**src/aoms_regs.svh**
```systemverilog
// register offsets, field positions, reset values and timing counts of the mode sequencer
`ifndef AOMS_REGS_SVH
`define AOMS_REGS_SVH

`define AOMS_CTRL_OFS      8'h00
`define AOMS_STATUS_OFS    8'h04
`define AOMS_DATA_OFS      8'h08
`define AOMS_DIAG_OFS      8'h0C
`define AOMS_CHSEL_OFS     8'h10
`define AOMS_OFFS_BASE     8'h20
`define AOMS_GAIN_BASE     8'h40

`define AOMS_MODE_LSB      2
`define AOMS_MODE_MSB      5
`define AOMS_PWR_LSB       8
`define AOMS_PWR_MSB       11
`define AOMS_DIAG_W        5

`define AOMS_OFFS_RST      24'h800000
`define AOMS_GAIN_RST      24'h500000
`define AOMS_MODE_RST      4'h0

`define AOMS_CLK_NS        20
`define AOMS_SETTLE_NS     2560
`define AOMS_SETTLE_CYC    ((`AOMS_SETTLE_NS + `AOMS_CLK_NS - 1) / `AOMS_CLK_NS)
`define AOMS_GAIN_PERIODS  4

`endif

```
**src/aoms_pkg.sv**
```systemverilog
// types shared by the operating mode sequencer
package aoms_pkg;

    typedef enum logic [3:0] {
        MODE_CONT     = 4'h0,
        MODE_SINGLE   = 4'h1,
        MODE_STANDBY  = 4'h2,
        MODE_PDOWN    = 4'h3,
        MODE_IDLE     = 4'h4,
        MODE_INT_OFS  = 4'h5,
        MODE_INT_GAIN = 4'h6,
        MODE_SYS_OFS  = 4'h7,
        MODE_SYS_GAIN = 4'h8
    } aoms_mode_t;

    typedef enum logic [2:0] {
        ST_PDOWN = 3'h0,
        ST_STBY  = 3'h1,
        ST_IDLE  = 3'h2,
        ST_CONV  = 3'h3,
        ST_CAL   = 3'h4
    } aoms_state_t;

    // standby-controllable analog blocks
    typedef struct packed {
        logic bias_en;
        logic lsw_en;
        logic osc_en;
        logic ref_en;
    } aoms_pwr_t;

    // analog front-end steering
    typedef struct packed {
        logic mod_reset;
        logic mod_clk_en;
        logic analog_pwr_en;
        logic core_clk_en;
        logic input_short;
        logic fullscale_in;
    } aoms_afe_t;

endpackage

```
**src/aoms_seq.sv**
```systemverilog
// converter operating mode sequencer with Avalon-MM register slave
//
// Behaviour
// - operating mode lives in control register bits 5 to 2.
// - mode 0000 is continuous conversion and the reset default.
// - mode 0001 powers up and runs one conversion over full settling time.
// - single conversion end loads data, drives ready flag low, goes to standby.
// - result and low ready flag hold until data read or new conversion.
// - finishing a data register read drives the ready flag high.
// - standby 0010 keeps all configuration registers while converter is off.
// - reference, oscillator, low-side switch, bias stay switchable in standby.
// - enabled diagnostics keep running in idle mode.
// - clock-needing diagnostics enabled during standby never run; enable them in continuous or idle mode.
// - mode 0011 powers everything down and registers lose contents.
// - idle 0100 holds filter and modulator in reset, clocks running.
// - calibration raises ready flag at start, lowers at end, then idle.
// - mode 0101 shorts input, one settling period, stores channel offset.
// - mode 0110 applies full-scale, four settling periods, stores channel gain.
// - mode 0111 measures system zero for one period into channel offset.
// - mode 1000 measures system full-scale for one period into channel gain.
//
// register words, values in bits 23:0:
//   0x00 control: mode 5:2, standby switches 11:8
//   0x04 status: ready 0, state 3:1, armed checks 8:4
//   0x08 result, read only; a read releases the flag
//   0x0C diagnostic enables
//   0x10 channel select
//   0x20 + 4 * ch offset, 0x40 + 4 * ch gain
//   codes above 1000 are dropped whole, switches too
//   state codes: 0 off, 1 standby, 2 idle, 3 conversion, 4 calibration
//
// Design decisions made here: the register addresses and the Avalon-MM register port.

`timescale 1ns/1ns
`include "aoms_regs.svh"

module aoms_seq #(
    parameter int NCH           = 4,
    parameter int SETTLE_CYCLES = `AOMS_SETTLE_CYC
) (
    input  wire logic               clk_sys,          // system clock, 50 MHz
    input  wire logic               reset_n,          // async reset, active low
    input  wire logic [7:0]         avs_address,      // byte address
    input  wire logic               avs_read,         // read request
    input  wire logic               avs_write,        // write request
    input  wire logic [31:0]        avs_writedata,    // write data
    output logic [31:0]             avs_readdata,     // read data
    output logic                    avs_waitrequest,  // stall while high
    input  wire logic [23:0]        adc_result,       // filter output word
    output logic [$clog2(NCH)-1:0]  adc_ch_sel,       // channel being measured
    output logic                    conv_ready_n,     // ready flag, low when data ready
    output aoms_pkg::aoms_afe_t     afe_ctl,          // front-end steering
    output aoms_pkg::aoms_pwr_t     pwr_ctl,          // standby-switchable blocks
    output logic [`AOMS_DIAG_W-1:0] diag_run          // clocked diagnostics active
);
    import aoms_pkg::*;

    localparam int CW = $clog2(NCH);

    // a job lasts as many edges as its count
    localparam logic [19:0] SETTLE_1 = 20'(SETTLE_CYCLES);
    localparam logic [19:0] SETTLE_4 = 20'(`AOMS_GAIN_PERIODS * SETTLE_CYCLES);

    // range decode of a per-channel block
    function automatic logic ch_hit(
        input logic [7:0] a,     // byte address
        input logic [7:0] base   // first channel word
    );
        ch_hit = (a[7:2] >= base[7:2]) && (a[7:2] < base[7:2] + 6'(NCH));
    endfunction

    // bus state
    logic                    ack_r;
    logic [31:0]             rdata_r;

    // sequencer state
    aoms_state_t             state_r, state_nxt;
    aoms_mode_t              mode_r, mode_nxt;
    logic [19:0]             cnt_r, cnt_nxt;
    logic                    rdy_n_r, rdy_n_nxt;
    logic [23:0]             data_r;
    aoms_pwr_t               pwr_r;
    logic [CW-1:0]           chsel_r;
    logic [`AOMS_DIAG_W-1:0] diag_en_r;
    logic [`AOMS_DIAG_W-1:0] diag_arm_r;

    // one coefficient pair per channel
    logic [23:0]             offs_r [NCH];
    logic [23:0]             gain_r [NCH];

    // access decode: a request is taken at the edge where waitrequest is low
    wire        req       = avs_read | avs_write;
    wire        wr_acc    = avs_write & ack_r;
    wire        rd_acc    = avs_read & ack_r;
    // one word per register, coefficients by range
    wire        hit_ctrl  = avs_address == `AOMS_CTRL_OFS;
    wire        hit_stat  = avs_address == `AOMS_STATUS_OFS;
    wire        hit_data  = avs_address == `AOMS_DATA_OFS;
    wire        hit_diag  = avs_address == `AOMS_DIAG_OFS;
    wire        hit_chsel = avs_address == `AOMS_CHSEL_OFS;
    wire        hit_offs  = ch_hit(avs_address, `AOMS_OFFS_BASE);
    wire        hit_gain  = ch_hit(avs_address, `AOMS_GAIN_BASE);
    wire [CW-1:0] acc_ch  = avs_address[CW+1:2];

    wire [3:0]  wr_mode   = avs_writedata[`AOMS_MODE_MSB:`AOMS_MODE_LSB];
    wire        mode_ok   = wr_mode <= MODE_SYS_GAIN;
    wire        start     = wr_acc & hit_ctrl & mode_ok;
    wire        pd_wipe   = start & (wr_mode == MODE_PDOWN);
    wire        awake     = state_r != ST_PDOWN;
    wire        cfg_wr    = wr_acc & awake;

    // a new mode write beats a job ending with it
    wire        busy      = (state_r == ST_CONV) || (state_r == ST_CAL);
    wire        last      = busy && (cnt_r == 20'h00001) && !start;
    wire        conv_done = last && (state_r == ST_CONV);
    wire        cal_done  = last && (state_r == ST_CAL);

    wire        data_read = rd_acc & hit_data;

    wire        clk_mode  = (mode_r == MODE_CONT) || (mode_r == MODE_IDLE);
    wire        cal_ofs   = (mode_r == MODE_INT_OFS) || (mode_r == MODE_SYS_OFS);
    wire        cal_gain  = (mode_r == MODE_INT_GAIN) || (mode_r == MODE_SYS_GAIN);

    // mode sequencing
    // the count only runs while a job is busy
    always_comb begin
        state_nxt = state_r;
        mode_nxt  = mode_r;
        cnt_nxt   = (busy && cnt_r != 20'h0) ? cnt_r - 20'h00001 : cnt_r;

        if (start) begin
            mode_nxt = aoms_mode_t'(wr_mode);
            case (aoms_mode_t'(wr_mode))
                MODE_CONT, MODE_SINGLE: begin
                    state_nxt = ST_CONV;
                    cnt_nxt   = SETTLE_1;
                end
                MODE_STANDBY: begin
                    state_nxt = ST_STBY;
                end
                MODE_PDOWN: begin
                    state_nxt = ST_PDOWN;
                end
                MODE_IDLE: begin
                    state_nxt = ST_IDLE;
                end
                MODE_INT_GAIN: begin
                    state_nxt = ST_CAL;
                    cnt_nxt   = SETTLE_4;
                end
                MODE_INT_OFS, MODE_SYS_OFS, MODE_SYS_GAIN: begin
                    state_nxt = ST_CAL;
                    cnt_nxt   = SETTLE_1;
                end
                default: begin
                    state_nxt = state_r;
                end
            endcase
        end else if (conv_done) begin
            // a single conversion parks in standby
            if (mode_r == MODE_SINGLE) begin
                state_nxt = ST_STBY;
                mode_nxt  = MODE_STANDBY;
            end else begin
                // continuous mode restarts at once
                cnt_nxt   = SETTLE_1;
            end
        end else if (cal_done) begin
            // a calibration parks in idle
            state_nxt = ST_IDLE;
            mode_nxt  = MODE_IDLE;
        end
    end

    // ready flag: completion lowering it wins over a read raising it
    // standby and idle writes leave it alone
    always_comb begin
        rdy_n_nxt = rdy_n_r;
        if (conv_done || cal_done) begin
            rdy_n_nxt = 1'b0;
        end else if (pd_wipe) begin
            rdy_n_nxt = 1'b1;
        end else if (start && wr_mode != MODE_STANDBY && wr_mode != MODE_IDLE) begin
            rdy_n_nxt = 1'b1;
        end else if (data_read) begin
            rdy_n_nxt = 1'b1;
        end
    end

    // reset lands in continuous conversion
    always_ff @(posedge clk_sys or negedge reset_n) begin
        if (!reset_n) begin
            state_r <= ST_CONV;
            mode_r  <= MODE_CONT;
            cnt_r   <= SETTLE_1;
            rdy_n_r <= 1'b1;
        end else begin
            state_r <= state_nxt;
            mode_r  <= mode_nxt;
            cnt_r   <= cnt_nxt;
            rdy_n_r <= rdy_n_nxt;
        end
    end

    // configuration registers; power-down wipes them, standby leaves them alone
    always_ff @(posedge clk_sys or negedge reset_n) begin
        if (!reset_n) begin
            data_r    <= 24'h000000;
            pwr_r     <= '0;
            chsel_r   <= '0;
            diag_en_r <= '0;
        end else if (pd_wipe) begin
            data_r    <= 24'h000000;
            pwr_r     <= '0;
            chsel_r   <= '0;
            diag_en_r <= '0;
        end else begin
            if (conv_done) begin
                data_r <= adc_result;
            end

            // switches ride on an accepted mode write only
            if (start) begin
                pwr_r <= avs_writedata[`AOMS_PWR_MSB:`AOMS_PWR_LSB];
            end

            if (cfg_wr && hit_chsel) begin
                chsel_r <= avs_writedata[CW-1:0];
            end

            if (cfg_wr && hit_diag) begin
                diag_en_r <= avs_writedata[`AOMS_DIAG_W-1:0];
            end
        end
    end

    // a diagnostic only arms if switched on while the mode is continuous or idle
    genvar gi;
    generate
        for (gi = 0; gi < `AOMS_DIAG_W; gi++) begin : g_diag
            // a bit set in standby stays dark until cleared and set again in continuous or idle mode
            wire dwr = cfg_wr && hit_diag;
            always_ff @(posedge clk_sys or negedge reset_n) begin
                if (!reset_n) begin
                    diag_arm_r[gi] <= 1'b0;
                end else if (pd_wipe || (dwr && !avs_writedata[gi])) begin
                    diag_arm_r[gi] <= 1'b0;
                end else if (dwr && !diag_en_r[gi]) begin
                    diag_arm_r[gi] <= clk_mode;
                end
            end
        end

        // calibration coefficients per channel, writable by software too
        for (gi = 0; gi < NCH; gi++) begin : g_coef
            wire sel = chsel_r == CW'(gi);
            always_ff @(posedge clk_sys or negedge reset_n) begin
                if (!reset_n) begin
                    offs_r[gi] <= `AOMS_OFFS_RST;
                    gain_r[gi] <= `AOMS_GAIN_RST;
                end else if (pd_wipe) begin
                    offs_r[gi] <= `AOMS_OFFS_RST;
                    gain_r[gi] <= `AOMS_GAIN_RST;
                end else begin
                    // a calibration result beats a software write
                    if (cal_done && cal_ofs && sel) begin
                        offs_r[gi] <= adc_result;
                    end else if (cfg_wr && hit_offs && acc_ch == CW'(gi)) begin
                        offs_r[gi] <= avs_writedata[23:0];
                    end

                    if (cal_done && cal_gain && sel) begin
                        gain_r[gi] <= adc_result;
                    end else if (cfg_wr && hit_gain && acc_ch == CW'(gi)) begin
                        gain_r[gi] <= avs_writedata[23:0];
                    end
                end
            end
        end
    endgenerate

    // read mux; unmapped addresses read zero and ignore writes
    logic [31:0] rd_mux;
    always_comb begin
        rd_mux = 32'h00000000;

        if (hit_ctrl) begin
            rd_mux[`AOMS_MODE_MSB:`AOMS_MODE_LSB] = mode_r;
            rd_mux[`AOMS_PWR_MSB:`AOMS_PWR_LSB]   = pwr_r;
        end else if (hit_stat) begin
            // bit 0 mirrors the flag pin, low when ready
            rd_mux[0]   = rdy_n_r;
            rd_mux[3:1] = state_r;
            rd_mux[8:4] = diag_arm_r;
        end else if (hit_data) begin
            rd_mux[23:0] = data_r;
        end else if (hit_diag) begin
            rd_mux[`AOMS_DIAG_W-1:0] = diag_en_r;
        end else if (hit_chsel) begin
            rd_mux[CW-1:0] = chsel_r;
        end else if (hit_offs) begin
            rd_mux[23:0] = offs_r[acc_ch];
        end else if (hit_gain) begin
            rd_mux[23:0] = gain_r[acc_ch];
        end
    end

    // one wait cycle per access so read data comes from a flop
    // waitrequest drops one cycle after a request rises
    always_ff @(posedge clk_sys or negedge reset_n) begin
        if (!reset_n) begin
            ack_r   <= 1'b0;
            rdata_r <= 32'h00000000;
        end else begin
            ack_r   <= req & ~ack_r;
            if (avs_read && !ack_r) begin
                rdata_r <= rd_mux;
            end
        end
    end

    assign avs_waitrequest     = req & ~ack_r;
    assign avs_readdata        = rdata_r;

    assign adc_ch_sel          = chsel_r;
    assign conv_ready_n        = rdy_n_r;
    assign pwr_ctl             = pwr_r;
    assign diag_run            = diag_arm_r & {`AOMS_DIAG_W{awake}};

    // steering follows state with no extra cycle
    assign afe_ctl.mod_reset     = !busy;
    assign afe_ctl.mod_clk_en    = busy || (state_r == ST_IDLE);
    assign afe_ctl.analog_pwr_en = busy;
    assign afe_ctl.core_clk_en   = awake;

    assign afe_ctl.input_short   = (state_r == ST_CAL) && (mode_r == MODE_INT_OFS);
    assign afe_ctl.fullscale_in  = (state_r == ST_CAL) && (mode_r == MODE_INT_GAIN);

endmodule

```
**config.mk**
```make
export PLATFORM = sky130hd
export DESIGN_NAME = aoms_seq
export DESIGN_NICKNAME = d
export VERILOG_FILES = /design/src/aoms_pkg.sv /design/src/aoms_seq.sv
export VERILOG_INCLUDE_DIRS = /design/src /design/src/src
export SDC_FILE = /design/constraint.sdc
export NUM_CORES = 1
export LEC_CHECK = 0
export BUFFER_PORTS_ARGS = -buffer_cell sky130_fd_sc_hd__buf_4
export CAP_MARGIN = 0
export CORE_ASPECT_RATIO = 1.75
export CORE_MARGIN = 3
export CORE_UTILIZATION = 50
export DETAILED_ROUTE_END_ITERATION = 7
export PLACE_DENSITY = 0.69
export SYNTH_ARGS = -nofsm -noshare
export SYNTH_HDL_FRONTEND = slang
export SYNTH_SLANG_ARGS = --single-unit
```
**constraint.sdc**
```tcl
create_clock -name clk_sys -period 7.4 [get_ports clk_sys]
set_input_delay 1.11 -clock clk_sys [delete_from_list [all_inputs] [get_ports clk_sys]]
set_output_delay 1.11 -clock clk_sys [all_outputs]
set_load 0.02 [all_outputs]
```
==> impl_metrics.yaml, run 1 <==
timing:
  period_share_pct: 54.6
  setup_viol: 0
  setup_slack_ps: 3360
  hold_ws_ps: 489
  fin_tns_setup_ps: 0
  slew_violations: 0
  rsz0062_at_grt: "no"
  fmax_ghz: 0.248
  relSlewSlack_pct: 25.7
  worst_clock_skew_ps: 12.0
  period_needed_ps: 4040
  worstMarginPinSlew_ps: 1110
  hold_viol_final: 0
clock_tree:
  clock_latency_ps: 570
  postCtsSetupBuffers: 0
  ctsHtreeMaxLevel: 1
  cts_buffers: 28
  clock-sinks: 285
  holdBufCountCts: 0
  clk_pin_slew_worst_paths_ps: 60
  ctsResizeCount: 0
  cts_tree: "built"
  clockBufferDepth: 3
  cts_root_buffer: "clkbuf_16"
finish:
  stdcell_count: 2012
  layout-drive-gt1-share_pct: 23.2
  antennaDiodeCount: 0
  synthToLayoutAreaGrowth_pct: 12.0
  nets: 1661
detailed_routing:
  detail_route.iter0.violations: 979
  dr.pass1.iters: 6
  vias: 12700
  met3_length_um: 2880
  drc: 0
  top_layer: "met4"
  route.met2.wl_um: 24200
  ant_nets: 0
  viasPerCell: 6.33
  routedWlPerCell_um: 23.6
  wl_um: 47400
  wl_met1_um: 18300
floorplan:
  coreArea_um2: 32300
  dieArea_um2: 35100
  io_pins: 119
  die_width_um: 143
  die_h_um: 246
  start_util_pct: 50.8
  num_rows: 87
global_routing:
  gr-total-overflow: 0
  grt_pass1_wl_um: 75300
  antenna_found_initial: 0
  first_global_vias: 13200
  grt_max_degree: 187
  grt_usage_pct: 27.2
status:
  status: "finished clean"
logic_synthesis:
  yosysUniqueCellTypes: 68
  synth.most_common_cell: "dfrtp_1"
  ys_top_cells_by_area: "dfrtp_1 (41%), mux2i_1 (12%), mux2_2 (7.1%)"
  synthesis.area_um2: 16400
  ys_warn_count: 0
  synthCells: 1567
  synth_edf_count: 0
  synth-main-ff-cell: "dfrtp_1"
  synth.top_cell.area_share_pct: 41.0
  ys_seq_area_share_pct: 43.6
  ys_ff_latch: 285
  yosys.area.top_type: "dfrtp_1"
  avgSynthCellArea_um2: 10.5
  synthArstFlopShare_pct: 100
  synth_common_cells: "dfrtp_1 (269), nand2_1 (206), mux2i_1 (200)"
place:
  place_congestion: 0.911
  dp.cells: 1960
  hpwlAfterDp_um: 28800
  io_buffers: 102
  dp_slack_ps: 2860
power:
  ir_drop_v: 0.000181
  p_total_uw: 3620
  power_density_nw_per_um2: 197
  leakage_uw: 0.00845
setup_path:
  critPathCaptureType: "flop"
  cp_max_fo: 75
  critical_path_class: "primary input to flop"
  worst_ep_required_time_ps: 7890
  start_kind: "primary input"
  arrival_ps: 4520
run:
  maxCapViolations: 0
worst_hold_path:
  hp-class: "flop to flop"
==> cell families after synthesis <==
kind of cell	share of synthesized area (%)
compound gates	10.9
xor+xnor	0.907
fa+ha+maj	0.229
buf+inv	4.41
other cells	0.0228
mux	25.9
simple gates	14.0
flops	43.6
==> registers in the layout, indices dropped and copies added (netlist names), named ones only <==
signal        cells
adc_ch_sel        2
data_r           24
cnt_r            18
diag_en_r         5
mode_r            4
offs_r           96
diag_arm_r        5
state_r           3
gain_r           96
avs_readdata     24
pwr_ctl           4
conv_ready_n      1
ack_r             1
==> stage by stage <==
step	instance area (um^2)	util, %
6_report	18400	56.8
2_1_floorplan	16400	-
4_1_cts	18400	56.8
5_1_grt	18400	56.8
3_3_place_gp	17300	53.6
3_5_place_dp	17300	53.6
==> critical path, cell delays in order <==
cell and delay (ps):
buf_4 140, nor4_2 530, nand4_1 910, nor2_4 1040, buf_12 380, nor2_1 150, mux2i_1 160
==> cell type report <==
cell class | count | area, um^2
multi-input combinational | 1135 | 8630
fill | 2703 | 14000
tap | 400 | 500
clock inverter | 15 | 239
inverter | 10 | 37.5
timing repair buffer | 130 | 1010
sequential | 285 | 7150
clock buffer | 37 | 806
==> placed cells by master, fill, tap and decap left out, types with 4 or more instances in the layout <==
| master | n |
|---|---|
| bufinv_16 | 6 |
| nand2_1 | 206 |
| clkbuf_16 | 29 |
| dfrtp_1 | 269 |
| a21oi_1 | 55 |
| mux4_2 | 48 |
| xnor2_1 | 16 |
| nor4_1 | 18 |
| mux2_2 | 104 |
| nand3b_1 | 9 |
| dfstp_2 | 16 |
| buf_4 | 127 |
| nor3_4 | 6 |
| nor3_1 | 14 |
| or4_1 | 4 |
| or2_2 | 4 |
| clkinv_2 | 5 |
| nand4_1 | 10 |
| inv_1 | 10 |
| mux2i_1 | 200 |
| o21ai_0 | 28 |
| a22oi_1 | 17 |
| or3_1 | 4 |
| a211oi_1 | 99 |
| nand3_1 | 7 |
| and2_1 | 6 |
| nor2_1 | 158 |
| nor2b_1 | 12 |
| a31oi_1 | 14 |
| conb_1 | 8 |
| o31ai_1 | 7 |
| clkbuf_8 | 5 |
| nand2b_1 | 7 |
| a22o_1 | 15 |
==> power breakdown <==
part	total [uW]	switching [uW]	leakage [uW]	internal, uW
Combinational	330	195	0.00415	135
Clock	1630	652	0.000515	978
Sequential	1660	41.0	0.00379	1620
Total	3620	888	0.00845	2730
==> layer usage <==
| layer | GRT usage [%] | vias to the layer above |
|---|---|---|
| met1 | 34.3 | 6401 |
| met4 | 12.2 | 0 |
| met2 | 46.6 | 498 |
| li1 | - | 5707 |
| met5 | 0 | - |
| met3 | 3.04 | 124 |
==> final timing paths <==
check / from / endpoint / slack (ps) / cells past startpoint
worst max-delay path: avs_address[5] / gain_r[92] / 3360 / 7
max in group asynchronous: reset_n / data_r[22] / 5250 / 2
worst min register to register: avs_readdata[18] / avs_readdata[18] / 490 / 2
worst max register to register: cnt_r[3] / gain_r[80] / 3720 / 5
min in group asynchronous: reset_n / pwr_ctl[2] / 590 / 1
worst min-delay path: avs_readdata[18] / avs_readdata[18] / 490 / 2
Note: power is estimated with default switching activity, not from simulation.
==> run 2, diff against run 1 <==
- clock period: 7.4 -> 4.2 ns (I/O delays scaled with it)
==> impl_metrics.yaml, run 2 (synthesis gave the netlist of run 1 again) <==
setup_path:
  rr_worst_depth: 7
  reg2reg_slack_ps: 1320
  cp-endpoint: "afe_ctl[5]"
  critical_path_class: "flop to output pin"
  arrival_ps: 2280
  critPathCaptureType: "output pin"
  worst_ep_required_time_ps: 3570
  r2r-end: "gain_r[80]"
  crit_start: "state_r[1]"
  start_kind: "flop"
  cp_max_fo: 14
  reg2reg_from: "state_r[2]"
clock_tree:
  cts_root_buffer: "clkbuf_16"
  clk_pin_slew_worst_paths_ps: 70
  ctsResizeCount: 0
  cts_tree: "built"
  ctsHtreeMaxLevel: 1
  clockBufferDepth: 3
  cts_buffers: 28
  holdBufCountCts: 0
  postCtsSetupBuffers: 0
  clock-sinks: 285
  clock_latency_ps: 570
power:
  swShare_pct: 25.5
  ir_drop_v: 0.000292
  p_int_uw: 4470
  power_density_nw_per_um2: 326
  netSwitchingPower_uw: 1530
  leakage_uw: 0.00849
  power.share.clock_pct: 41.4
  seqPwrFrac_pct: 48.8
  combinationalPowerShare_pct: 9.9
place:
  io_buffers: 102
  hpwlAfterDp_um: 30200
  place_congestion: 0.947
  dp.cells: 1975
  dp_slack_ps: 980
global_routing:
  grt_pass1_wl_um: 77000
  gr-total-overflow: 0
  first_global_vias: 13400
  grt_usage_pct: 27.9
  antenna_found_initial: 0
  grt_max_degree: 93
timing:
  setup_slack_ps: 1290
  hold_viol_final: 0
  slew_violations: 0
  rsz0062_at_grt: "no"
  fmax_ghz: 0.344
  period_share_pct: 69.3
  worstMarginPinSlew_ps: 1220
  relSlewSlack_pct: 18.8
  worst_clock_skew_ps: 16.8
  setup_viol: 0
  period_needed_ps: 2910
  fin_tns_setup_ps: 0
finish:
  synthToLayoutAreaGrowth_pct: 12.3
  top_regs: "gain_r: 96 flops, offs_r: 96 flops"
  final_common_cell: "dfrtp_1"
  final_cell_mix: "dfrtp_1 (269), nand2_1 (206), mux2i_1 (200)"
  stdcell_count: 2026
  fin_util_pct: 57.0
  layout-drive-gt1-share_pct: 23.7
  antennaDiodeCount: 0
  nets: 1676
detailed_routing:
  routedWlPerCell_um: 24.1
  ant_nets: 0
  viasPerCell: 6.37
  dr.pass1.iters: 5
  detail_route.iter0.violations: 933
  vias: 12900
  wl_um: 48800
  drc: 0
floorplan:
  coreArea_um2: 32300
  dieArea_um2: 35100
  die_h_um: 246
  num_rows: 87
  io_pins: 119
  die_width_um: 143
  start_util_pct: 50.8
status:
  status: "finished clean"
run:
  maxCapViolations: 0
worst_hold_path:
  hp-class: "primary input to async pin"
## run 2: area by class of cell
| type | instances | area (um^2) |
|---|---|---|
| Tap cell | 400 | 500 |
| Timing Repair Buffer | 145 | 1210 |
| Sequential cell | 285 | 7150 |
| Inverter | 10 | 37.5 |
| Multi-Input combinational cell | 1135 | 8630 |
| Clock inverter | 12 | 98.8 |
| Fill cell | 2723 | 13900 |
| Clock buffer | 39 | 792 |
## run 2: worst min-delay path by stage
stage / depth (start not counted) / startpoint / end
2_1_floorplan: 0 / reset_n / async pin
3_3_place_gp: 2 / avs_readdata[19] / avs_readdata[19]
5_1_grt: 1 / reset_n / offs_r[81]
4_1_cts: 1 / reset_n / avs_readdata[10]
6_report: 1 / reset_n / offs_r[81]
3_5_place_dp: 2 / avs_readdata[18] / avs_readdata[18]
## run 2: metrics by stage
stage	cell area, um^2	hold slack (ps)	power (uW)
after floorplan	16400	334	3290
after CTS	18400	65.5	6040
final	18400	41.9	6000
after global placement	17500	471	3550
after detailed placement	17500	476	3570
after global routing	18400	71.0	6220
## run 2: metal layers
| layer | global-route usage, % | vias up | routed length, um | part of all wire [%] |
|---|---|---|---|---|
| met4 | 13.1 | 0 | 2410 | 4.9 |
| met2 | 47.6 | 520 | 24700 | 51 |
| met5 | 0 | - | 0 | 0 |
| li1 | - | 5748 | - | - |
| met1 | 34.8 | 6475 | 19000 | 39 |
| met3 | 3.48 | 154 | 2710 | 5.6 |
## run 2: power by group through the flow
stage               Clock (uW)  Combinational, uW  Sequential (uW)
finish                    2480                592             2930
global route              2630                649             2930
CTS                       2520                596             2920
detailed placement           0                592             2970
global placement             0                578             2970
floorplan                    0                311             2970
## run 2: critical path: stages, from the launching register on
cell	delay, ps
dfstp_2	670
or3b_1	480
nand2_1	260
inv_1	150
buf_4	150
==> run 3, diff against run 2 <==
- clock period: 4.2 -> 2.8 ns (I/O delays scaled with it)
==> impl_metrics.yaml, run 3 (synthesis gave the netlist of run 1 again) <==
setup_path:
  worst_ep_required_time_ps: 2380
  r2r-end: "cnt_r[13]"
  critPathCaptureType: "output pin"
  arrival_ps: 2270
  start_kind: "flop"
  crit_start: "state_r[2]"
  cp_max_fo: 13
  reg2reg_from: "cnt_r[3]"
  cp-endpoint: "afe_ctl[1]"
  rr_worst_depth: 6
  critical_path_class: "flop to output pin"
  reg2reg_slack_ps: 220
worst_hold_path:
  hp-class: "primary input to flop"
floorplan:
  start_util_pct: 50.8
  coreArea_um2: 32300
  io_pins: 119
  die_width_um: 143
  num_rows: 87
  dieArea_um2: 35100
  die_h_um: 246
timing:
  setup_viol: 0
  hold_viol_final: 0
  worstMarginPinSlew_ps: 1180
  rsz0062_at_grt: "no"
  period_share_pct: 96.2
  hold_ws_ps: 139
  relSlewSlack_pct: 21.5
  worst_clock_skew_ps: 21.4
  period_needed_ps: 2690
  fmax_ghz: 0.371
  setup_slack_ps: 107
  slew_violations: 0
  fin_tns_setup_ps: 0
clock_tree:
  clock_latency_ps: 570
  ctsHtreeMaxLevel: 1
  clock-sinks: 285
  postCtsSetupBuffers: 0
  cts_root_buffer: "clkbuf_16"
  clk_pin_slew_worst_paths_ps: 60
  cts_buffers: 28
  clockBufferDepth: 3
  ctsResizeCount: 0
  holdBufCountCts: 1
  cts_tree: "built"
detailed_routing:
  drc: 0
  vias: 12900
  ant_nets: 0
  routedWlPerCell_um: 23.6
  dr.pass1.iters: 5
  wl_um: 48600
  detail_route.iter0.violations: 725
  viasPerCell: 6.28
power:
  p_total_uw: 9100
  ir_drop_v: 0.000515
  leakage_uw: 0.00867
  power_density_nw_per_um2: 484
place:
  hpwlAfterDp_um: 31500
  io_buffers: 102
  place_congestion: 0.923
  dp_slack_ps: 222
finish:
  synthToLayoutAreaGrowth_pct: 14.6
  final_cell_mix: "dfrtp_1 (269), nand2_1 (206), mux2i_1 (200)"
  seq_area_um2: 7150
  num-fill-cells: 2726
  final_common_cell: "dfrtp_1"
  nets: 1708
  layout-drive-gt1-share_pct: 24.8
  top_regs: "gain_r: 96 flops, offs_r: 96 flops"
  multi_input_area_um2: 8630
  fin_util_pct: 58.2
  antennaDiodeCount: 0
global_routing:
  gr-total-overflow: 0
  grt_pass1_wl_um: 77000
  antenna_found_initial: 0
  first_global_vias: 13600
  grt_max_degree: 70
  grt_usage_pct: 27.9
status:
  status: "finished clean"
run:
  maxCapViolations: 0
==> run 3: worst min path at each step <==
stage | endpoint | startpoint | cells after the start
6_report | data_r[17] | adc_result[17] | 3
5_1_grt | data_r[17] | adc_result[17] | 3
4_1_cts | data_r[17] | adc_result[17] | 3
3_5_place_dp | pwr_ctl[2] | reset_n | 1
3_3_place_gp | pwr_ctl[2] | reset_n | 1
2_1_floorplan | async pin | reset_n | 0
==> run 3: power breakdown <==
group / leakage, uW / switching (uW) / internal, uW
clock: 0.000432 / 1660 / 2140
sequential: 0.00379 / 108 / 4280
combinational: 0.00445 / 527 / 379
total: 0.00867 / 2300 / 6800
==> run 3: metrics by stage <==
step / cells / area (um^2)
after floorplan: 1574 / 16400
after global placement: 2006 / 17900
after detailed placement: 2006 / 17900
after CTS: 2058 / 18800
after global routing: 2058 / 18800
final: 2058 / 18800
==> run 3: critical path: stages, from the launching register on <==
cell	delay, ps
dfrtp_1	550
or3b_1	410
buf_4	200
nor3_1	340
buf_4	210
==> run 3: area by class of cell <==
| cell class | instances | share of cell area, % |
|---|---|---|
| multi-input combinational | 1135 | 45.9 |
| sequential | 285 | 38.0 |
| timing repair buffer | 177 | 8.38 |
| clock buffer | 41 | 4.21 |
| tap | 400 | 2.66 |
| clock inverter | 10 | 0.592 |
| inverter | 10 | 0.200 |
==> run 3: routing by layer <==
| layer | track usage (%) | vias to the layer above | wire length, um |
|---|---|---|---|
| met3 | 3.11 | 142 | 2820 |
| met2 | 47.4 | 536 | 24700 |
| met1 | 35.2 | 6444 | 18600 |
| met4 | 13.6 | 0 | 2440 |
| li1 | - | 5804 | - |
| met5 | 0 | - | 0 |
